### src/tpgc_cfg.svh
// Contract
// - dual mode counts up, toggles on match
// - reload raises interrupt, count restarts 0001H
// - polarity one: starts high, low on match
// - polarity zero: starts low, high on match
// - dual mode drives true and complement pins
// - deadband delays rising edges in dual mode only, 0 to 128
// - single pwm duty set by polarity
// - odd start count only shapes first period
// - gated start count only first pass
// - gated interrupt source selectable
// - capture starts on first qualifying edge
// - later edges copy count into pwm register
// - capture interrupts, restarts count at 0001H
// - capture sets capture cause flag
// - compare timeout interrupts, clears cause flag
`ifndef TPGC_CFG_SVH
`define TPGC_CFG_SVH
// ==========================================
// register word offsets (byte address bits 5:2)
`define TPGC_OFS_CTL 4'h0
`define TPGC_OFS_CTL2 4'h1
`define TPGC_OFS_COUNT 4'h2
`define TPGC_OFS_RELOAD 4'h3
`define TPGC_OFS_PWM 4'h4
`define TPGC_OFS_DEAD 4'h5
`define TPGC_OFS_STAT 4'h6
`define TPGC_OFS_MASK 4'h7
// ==========================================
// control field positions
`define TPGC_CTL_EN 7
`define TPGC_CTL_POL 6
`define TPGC_CTL_MODE_LSB 3
`define TPGC_CTL2_MODEHI 7
`define TPGC_CTL2_CAP 0
`define TPGC_CTL2_ISRC_LSB 1
// ==========================================
// reset values and deadband limit
`define TPGC_COUNT_RST 16'h0001
`define TPGC_RELOAD_RST 16'hFFFF
`define TPGC_DEAD_MAX 8'h80
`endif

### src/tpgc_pkg.sv
package tpgc_pkg;
  typedef enum logic [3:0] {
    TPGC_ONESHOT = 4'h0,
    TPGC_CONT = 4'h1,
    TPGC_PWM = 4'h3,
    TPGC_CAPCMP = 4'h5,
    TPGC_GATED = 4'h6,
    TPGC_DUAL = 4'h8
  } tpgc_mode_e;
  typedef enum logic [1:0] {
    TPGC_INT_BOTH = 2'h0,
    TPGC_INT_DEASSERT = 2'h2,
    TPGC_INT_RELOAD = 2'h3
  } tpgc_isrc_e;
endpackage : tpgc_pkg

### src/tpgc_dead.sv
`timescale 1ns/10ps
`default_nettype none
module tpgc_dead #(
  parameter int DW = 8
) (
  input wire logic clk_i, // system clock
  input wire logic rst_i, // sync reset
  input wire logic in_i, // raw pwm level
  input wire logic [DW-1:0] dead_i, // rising edge delay
  output logic out_o // delayed level
);
  logic [DW-1:0] cnt_reg;
  // deadband up to 128 needs eight bits
  if (DW < 8)
  begin : g_dw_check
    $error("tpgc_dead width too small");
  end
  // falls at once, rises after dead_i cycles of steady high
  always_ff @(posedge clk_i)
  begin
    if (rst_i || !in_i)
    begin
      cnt_reg <= '0;
      out_o <= 1'b0;
    end
    else if (cnt_reg >= dead_i)
      out_o <= 1'b1;
    else
      cnt_reg <= cnt_reg + 1'b1;
  end
endmodule : tpgc_dead
`default_nettype wire

### src/tpgc_sync.sv
`timescale 1ns/10ps
`default_nettype none
module tpgc_sync (
  input wire logic clk_i, // system clock
  input wire logic rst_i, // sync reset
  input wire logic d_i, // async pin
  output logic q_o // synchronised level
);
  logic meta_reg;
  always_ff @(posedge clk_i)
  begin
    if (rst_i)
    begin
      meta_reg <= 1'b0;
      q_o <= 1'b0;
    end
    else
    begin
      meta_reg <= d_i;
      q_o <= meta_reg;
    end
  end
endmodule : tpgc_sync
`default_nettype wire

### src/tpgc_timer.sv
`timescale 1ns/10ps
`default_nettype none
`include "tpgc_cfg.svh"
module tpgc_timer (
  input wire logic clk_i, // system clock
  input wire logic rst_i, // sync reset
  input wire logic wb_cyc_i, // wishbone cycle
  input wire logic wb_stb_i, // wishbone strobe
  input wire logic wb_we_i, // write enable
  input wire logic [5:0] wb_adr_i, // byte address
  input wire logic [3:0] wb_sel_i, // byte lanes
  input wire logic [31:0] wb_dat_i, // write data
  output logic [31:0] wb_dat_o, // read data
  output logic wb_ack_o, // acknowledge
  input wire logic timer_input_pin_i, // external timer input
  output logic timer_output_pin_o, // true pwm output
  output logic timer_output_pin_n_o, // complement output
  output logic irq_o // level interrupt
);
  import tpgc_pkg::*;
  // ==========================================
  // registers
  logic [7:0] ctl_reg;
  logic mode_upper_bit_reg;
  logic [1:0] isrc_reg;
  logic capture_cause_flag_reg;
  logic [15:0] count_reg;
  logic [15:0] reload_reg;
  logic [15:0] pwm_reg;
  logic [7:0] dead_reg;
  logic [2:0] stat_reg;
  logic [2:0] mask_reg;
  logic out_reg;
  logic started_reg;
  logic in_d_reg;
  logic ack_reg;
  logic [31:0] rdat_reg;
  // ==========================================
  // decode
  wire [3:0] word_w = wb_adr_i[5:2];
  wire req_w = wb_cyc_i && wb_stb_i && !ack_reg;
  wire wr_w = req_w && wb_we_i && wb_sel_i[0];
  wire wr16_w = req_w && wb_we_i && (wb_sel_i[1:0] == 2'b11);
  wire enable_w = ctl_reg[`TPGC_CTL_EN];
  wire pol_w = ctl_reg[`TPGC_CTL_POL];
  wire [3:0] mode_w = {mode_upper_bit_reg, ctl_reg[`TPGC_CTL_MODE_LSB+:3]};
  wire dual_w = mode_w == TPGC_DUAL;
  wire single_w = mode_w == TPGC_PWM;
  wire gated_w = mode_w == TPGC_GATED;
  wire capcmp_w = mode_w == TPGC_CAPCMP;
  wire pwm_any_w = dual_w || single_w;
  // ==========================================
  // timer input
  logic in_s;
  tpgc_sync u_sync (
    .clk_i(clk_i),
    .rst_i(rst_i),
    .d_i(timer_input_pin_i),
    .q_o(in_s)
  );
  wire rise_w = in_s && !in_d_reg;
  wire fall_w = !in_s && in_d_reg;
  wire edge_ok_w = pol_w ? fall_w : rise_w;
  wire run_w = enable_w && (gated_w ? in_s : (capcmp_w ? started_reg : 1'b1));
  wire at_reload_w = run_w && (count_reg == reload_reg);
  wire at_match_w = run_w && pwm_any_w && (count_reg == pwm_reg);
  wire capture_w = enable_w && capcmp_w && started_reg && edge_ok_w;
  wire deassert_w = enable_w && gated_w && fall_w;
  wire rl_int_w = at_reload_w && !(gated_w && isrc_reg == TPGC_INT_DEASSERT);
  wire de_int_w = deassert_w && (isrc_reg != TPGC_INT_RELOAD);
  wire [2:0] ev_w = {capture_w, de_int_w, rl_int_w && !capture_w};
  // ==========================================
  // counter
  always_ff @(posedge clk_i)
  begin
    if (rst_i)
    begin
      count_reg <= `TPGC_COUNT_RST;
      started_reg <= 1'b0;
      in_d_reg <= 1'b0;
    end
    else
    begin
      in_d_reg <= in_s;
      if (!enable_w)
        started_reg <= 1'b0;
      else if (capcmp_w && edge_ok_w)
        started_reg <= 1'b1;
      if (wr16_w && word_w == `TPGC_OFS_COUNT)
        count_reg <= wb_dat_i[15:0];
      else if (capture_w || at_reload_w)
        count_reg <= `TPGC_COUNT_RST;
      else if (run_w)
        count_reg <= count_reg + 16'h0001;
    end
  end
  // ==========================================
  // pwm output level
  always_ff @(posedge clk_i)
  begin
    if (rst_i)
      out_reg <= 1'b0;
    else if (!enable_w || !pwm_any_w)
      out_reg <= pol_w;
    else if (at_reload_w)
      out_reg <= pol_w;
    else if (at_match_w)
      out_reg <= !out_reg;
  end
  // ==========================================
  // deadband pair
  logic true_d;
  logic comp_d;
  tpgc_dead #(.DW(8)) u_dead_t (
    .clk_i(clk_i),
    .rst_i(rst_i),
    .in_i(out_reg),
    .dead_i(dual_w ? dead_reg : 8'h00),
    .out_o(true_d)
  );
  tpgc_dead #(.DW(8)) u_dead_c (
    .clk_i(clk_i),
    .rst_i(rst_i),
    .in_i(!out_reg && dual_w),
    .dead_i(dead_reg),
    .out_o(comp_d)
  );
  assign timer_output_pin_o = true_d;
  assign timer_output_pin_n_o = comp_d;
  // ==========================================
  // register writes
  always_ff @(posedge clk_i)
  begin
    if (rst_i)
    begin
      ctl_reg <= 8'h00;
      mode_upper_bit_reg <= 1'b0;
      isrc_reg <= TPGC_INT_BOTH;
      capture_cause_flag_reg <= 1'b0;
      reload_reg <= `TPGC_RELOAD_RST;
      pwm_reg <= 16'h0000;
      dead_reg <= 8'h00;
      stat_reg <= 3'h0;
      mask_reg <= 3'h0;
    end
    else
    begin
      if (wr_w && word_w == `TPGC_OFS_CTL)
        ctl_reg <= wb_dat_i[7:0];
      if (wr_w && word_w == `TPGC_OFS_CTL2)
      begin
        mode_upper_bit_reg <= wb_dat_i[`TPGC_CTL2_MODEHI];
        isrc_reg <= wb_dat_i[`TPGC_CTL2_ISRC_LSB+:2];
      end
      if (capture_w)
        capture_cause_flag_reg <= 1'b1;
      else if (at_reload_w && capcmp_w)
        capture_cause_flag_reg <= 1'b0;
      if (wr16_w && word_w == `TPGC_OFS_RELOAD)
        reload_reg <= wb_dat_i[15:0];
      if (capture_w)
        pwm_reg <= count_reg;
      else if (wr16_w && word_w == `TPGC_OFS_PWM)
        pwm_reg <= wb_dat_i[15:0];
      if (wr_w && word_w == `TPGC_OFS_DEAD)
        dead_reg <= (wb_dat_i[7:0] > `TPGC_DEAD_MAX) ? `TPGC_DEAD_MAX : wb_dat_i[7:0];
      if (wr_w && word_w == `TPGC_OFS_MASK)
        mask_reg <= wb_dat_i[2:0];
      // set wins over write-one-to-clear
      if (wr_w && word_w == `TPGC_OFS_STAT)
        stat_reg <= (stat_reg & ~wb_dat_i[2:0]) | ev_w;
      else
        stat_reg <= stat_reg | ev_w;
    end
  end
  assign irq_o = |(stat_reg & mask_reg);
  // ==========================================
  // read mux and ack
  logic [31:0] rmux_w;
  always_comb
  begin
    case (word_w)
      `TPGC_OFS_CTL: rmux_w = {24'h000000, ctl_reg};
      `TPGC_OFS_CTL2: rmux_w = {24'h000000, mode_upper_bit_reg, 4'h0, isrc_reg,
        capture_cause_flag_reg};
      `TPGC_OFS_COUNT: rmux_w = {16'h0000, count_reg};
      `TPGC_OFS_RELOAD: rmux_w = {16'h0000, reload_reg};
      `TPGC_OFS_PWM: rmux_w = {16'h0000, pwm_reg};
      `TPGC_OFS_DEAD: rmux_w = {24'h000000, dead_reg};
      `TPGC_OFS_STAT: rmux_w = {29'h00000000, stat_reg};
      `TPGC_OFS_MASK: rmux_w = {29'h00000000, mask_reg};
      default: rmux_w = 32'h00000000;
    endcase
  end
  always_ff @(posedge clk_i)
  begin
    if (rst_i)
    begin
      ack_reg <= 1'b0;
      rdat_reg <= 32'h00000000;
    end
    else
    begin
      ack_reg <= req_w;
      rdat_reg <= rmux_w;
    end
  end
  assign wb_ack_o = ack_reg;
  assign wb_dat_o = rdat_reg;
endmodule : tpgc_timer
`default_nettype wire

### config.mk
export PLATFORM = sky130hd
export DESIGN_NAME = tpgc_timer
export DESIGN_NICKNAME = d
export VERILOG_FILES = /design/src/tpgc_pkg.sv /design/src/tpgc_dead.sv /design/src/tpgc_sync.sv /design/src/tpgc_timer.sv
export VERILOG_INCLUDE_DIRS = /design/src
export SDC_FILE = /design/constraint.sdc
export NUM_CORES = 1
export LEC_CHECK = 0
export ABC_CLOCK_PERIOD_IN_PS = 2700
export BUFFER_PORTS_ARGS = -buffer_cell sky130_fd_sc_hd__buf_4
export CORE_MARGIN = 2
export CORE_UTILIZATION = 25
export DETAILED_ROUTE_END_ITERATION = 6
export PLACE_DENSITY = 0.43
export SLEW_MARGIN = 20
export SYNTH_ARGS = -nofsm -noshare
export SYNTH_HDL_FRONTEND = slang
export SYNTH_SLANG_ARGS = --single-unit
### constraint.sdc
create_clock -name clk_i -period 2.7 [get_ports clk_i]
set_input_delay 0.54 -clock clk_i [delete_from_list [all_inputs] [get_ports clk_i]]
set_output_delay 0.54 -clock clk_i [all_outputs]
set_load 0.005 [all_outputs]
==> key figures <==
Worst hold path
  • HP Class: in2reg
  • Worst hold path depth: 2

Global routing
  • Grt ovf: 0
  • Largest net degree at the start of global routing: 54
  • Total GRT Usage: 0.154
  • Initial antenna violation count: 0
  • Vias in the first global route: between 5000 and 6000
  • First-pass GRT wire length: approximately 31 mm

Worst setup path
  • Critical Path, Cell by Cell: nor4b_4 > buf_4 > nand2_1 > ha_1 > a21o_1 > a21oi_1 > o21ai_0 > a21boi_2 > buf_4 > a31o_2
  • CP max stage delay: between 0.4 and 0.5 ns
  • Critical Path Fanout Max: 8
  • Setup crit end kind: register
  • Worst Setup Start Kind: register
  • CP dominant cell by count: buf_4
  • Slowest cell on crit path: o21ai_0
  • WP data required: about 3.0 ns
  • CP Class: reg2reg
  • R2R cell count: 10
  • CP arrival: 2.80 ns

Yosys
  • Synth cell count leaders: dfxtp_1 (114), nand2_1 (102), nor2_1 (69)
  • Largest cells by area after synthesis: dfxtp_1 (36%), xnor2_1 (6.3%), nand2_1 (6.1%)
  • Complex-gate fraction of the synthesized area: 0.181
  • Post-Syn Instances: about 770
  • XOR/XNOR Fraction of Synth Area: 0.0653
  • Top-count cell post-synth: dfxtp_1
  • Combinational family with the most area after synthesis: simple AND/OR/NAND/NOR gates
  • Seq/Total Area, Yosys: 0.362
  • Post-Synth Simple-Gate Area: 0.243
  • Synth Cell Area: about 0.0063 mm^2
  • Top FF cell, synth: dfxtp_1
  • Distinct cells, synth: 58
  • Avg Cell Area, Syn: 8.20 um^2
  • Post-synth top area cell: dfxtp_1
  • Adder-cell area share of the yosys netlist: 0.0377
  • Flops & latches, synth: ~110
  • Synth Warn #: 0
  • Mux cell area share after synthesis: 0.0401
  • Async set-reset flop share out of synthesis: 0
  • Share of the synthesized area in the top cell type: 0.362
  • EDFF count, synth: 0

Timing
  • Fmax: roughly 400 MHz
  • Slew HR: 0.565
  • RSZ-0062 raised after global routing: no
  • Post-Route Setup TNS: 0 ns
  • Endpoints failing setup: 0
  • Setup Skew: approximately 0.0088 ns
  • Period minus WS final: 2.49 ns
  • Final number of max-transition violations: 0
  • Final Hold Fails: 0
  • Worst-Margin Slew: 0.653 ns
  • Tcrit/Tclk final: 0.921

CTS
  • Clock latency on the worst-skew pair: around 0.42 ns
  • Cts bufs inserted: 17
  • Clock buffer depth: 2
  • CTS tree: yes
  • CTS H-tree lvls: 4
  • Reg clk slew, reported paths: 0.06 ns
  • Clock sinks: 114
  • Cts repair resizes: 0
  • Clk root buf: clkbuf_16

Finish
  • Multi-input logic area: roughly 0.0037 mm^2
  • Final nets: approximately 870
  • Design Area, Final: between 0.007 and 0.008 mm^2
  • Post-layout util: 0.306
  • Ant. Diodes: 0
  • Share of layout cells above drive strength 1: 0.152
  • Fill cell count: roughly 2700
  • Area Overhead vs Synth: 21.1%
  • Storage element area: 0.00228 mm^2

Route
  • Drt total wl: roughly 20 mm
  • Via count: roughly 5500
  • Antenna violation net count after detailed routing: 0
  • Drt via density: roughly 4.8
  • Iter 0 DRT Violations: between 400 and 500
  • Routed length per instance: roughly 17 um
  • Drt pass-1 iters: 5
  • DRC viols: 0

Job
  • Max_cap viols: 0

Status
  • Status: finished clean

Placement
  • Area post-placement: 0.00699 mm^2
  • DP HPWL: 14.1 mm
  • IO buf count: 47
  • Final GP Congestion: approximately 0.8

Pwr
  • Net switching power: 975 uW
  • Pwr dens: approximately 570 mW/mm^2
  • Sw frac: 0.226
  • Peak supply drop: around 0.40 mV
  • P_int: approximately 3300 uW
  • Sequential power share: 0.393
  • Combinational power share: 0.040
  • Overall Power: roughly 4300 uW
  • Leak pwr: approximately 0.0028 uW
  • Clk pwr share: 0.567

Die
  • Core area: around 0.025 mm^2
  • Starting Density: 0.252
  • # rows: slightly below 60
  • Top-Level Pins: 84
  • DIE HEIGHT: around 160 um
  • Die ar.: 0.0265 mm^2
  • Die Width: about 160 um
[cells by family after synthesis]
| logic type | Yosys count |
|---|---|
| other | 1 |
| AOI/OAI and AO/OA | 168 |
| buffers and inverters | 91 |
| xor gates and xnor gates | 47 |
| DFF | 114 |
| adders and majority gates | 19 |
| and+or+nand+nor | 303 |
| muxes | 25 |
[power by group through the flow]
stage	Clock, uW	Combinational [uW]	Sequential (uW)
2_1_floorplan	0	93.1	1730
3_3_place_gp	0	172	1730
3_5_place_dp	0	171	1730
4_1_cts	2510	171	1690
5_1_grt	2580	184	1690
6_report	2450	172	1690
[worst max-delay path: cells and delay by family, from the launching register on]
family                     cells  cell delay, ns
adders and majority gates      1            0.28
DFF                            1            0.38
buffers and inverters          2            0.37
and+or+nand+nor                2            0.32
AOI/OAI and AO/OA              5            1.00
[layout by cell type, fill, tap and decap left out, types with 17 or more instances in the layout]
cell         n
clkbuf_16   17
a22oi_1     24
xnor2_1     45
dfxtp_1    114
buf_4       78
a21oi_1     55
nand3b_1    17
nor2_1      69
nand2_1    102
nand3_1     27
a211oi_1    21
ha_1        19
mux2i_1     23
[final timing paths]
kind | from | end | slack [ns]
max | ctl_reg[5] | u_dead_t.cnt_reg[2] | 0.21
min | timer_input_pin_i | u_sync.meta_reg | 0.33
max reg2reg | ctl_reg[5] | u_dead_t.cnt_reg[2] | 0.21
min reg2reg | ctl_reg[1] | wb_dat_o[1] | 0.45
[cell type report]
class                   count  share of cell area
well taps                 330              0.0541
flip-flops and latches    114               0.299
repair buffers             78              0.0767
inverters                  16             0.00787
clock buffers              19              0.0594
clock inverters            13              0.0239
multi-input cells         578               0.479
[timing repair]
| action | CTS | global route |
|---|---|---|
| setup endpoints to repair | 0 | 1 |
| hold buffers | 0 | 0 |
| buffers inserted | 0 | 1 |
[layer usage]
metal | share of wire | global-route usage | up-vias
met2 | 0.41 | 0.214 | 148
met1 | 0.52 | 0.238 | 2572
met3 | 0.051 | 0.0293 | 17
li1 | - | - | 2747
met4 | 0.012 | 0.0414 | 0
met5 | 0 | 0 | -
[through the flow]
stage | setup slack, ns | cells | hold WS, ns
2_1_floorplan | 0.122 | 783 | 0.414
3_3_place_gp | 0.200 | 1115 | 0.441
3_5_place_dp | 0.211 | 1115 | 0.442
4_1_cts | 0.199 | 1147 | 0.315
5_1_grt | 0.00299 | 1148 | 0.346
6_report | 0.214 | 1148 | 0.329
No activity file was read; power rests on OpenSTA's default activity.
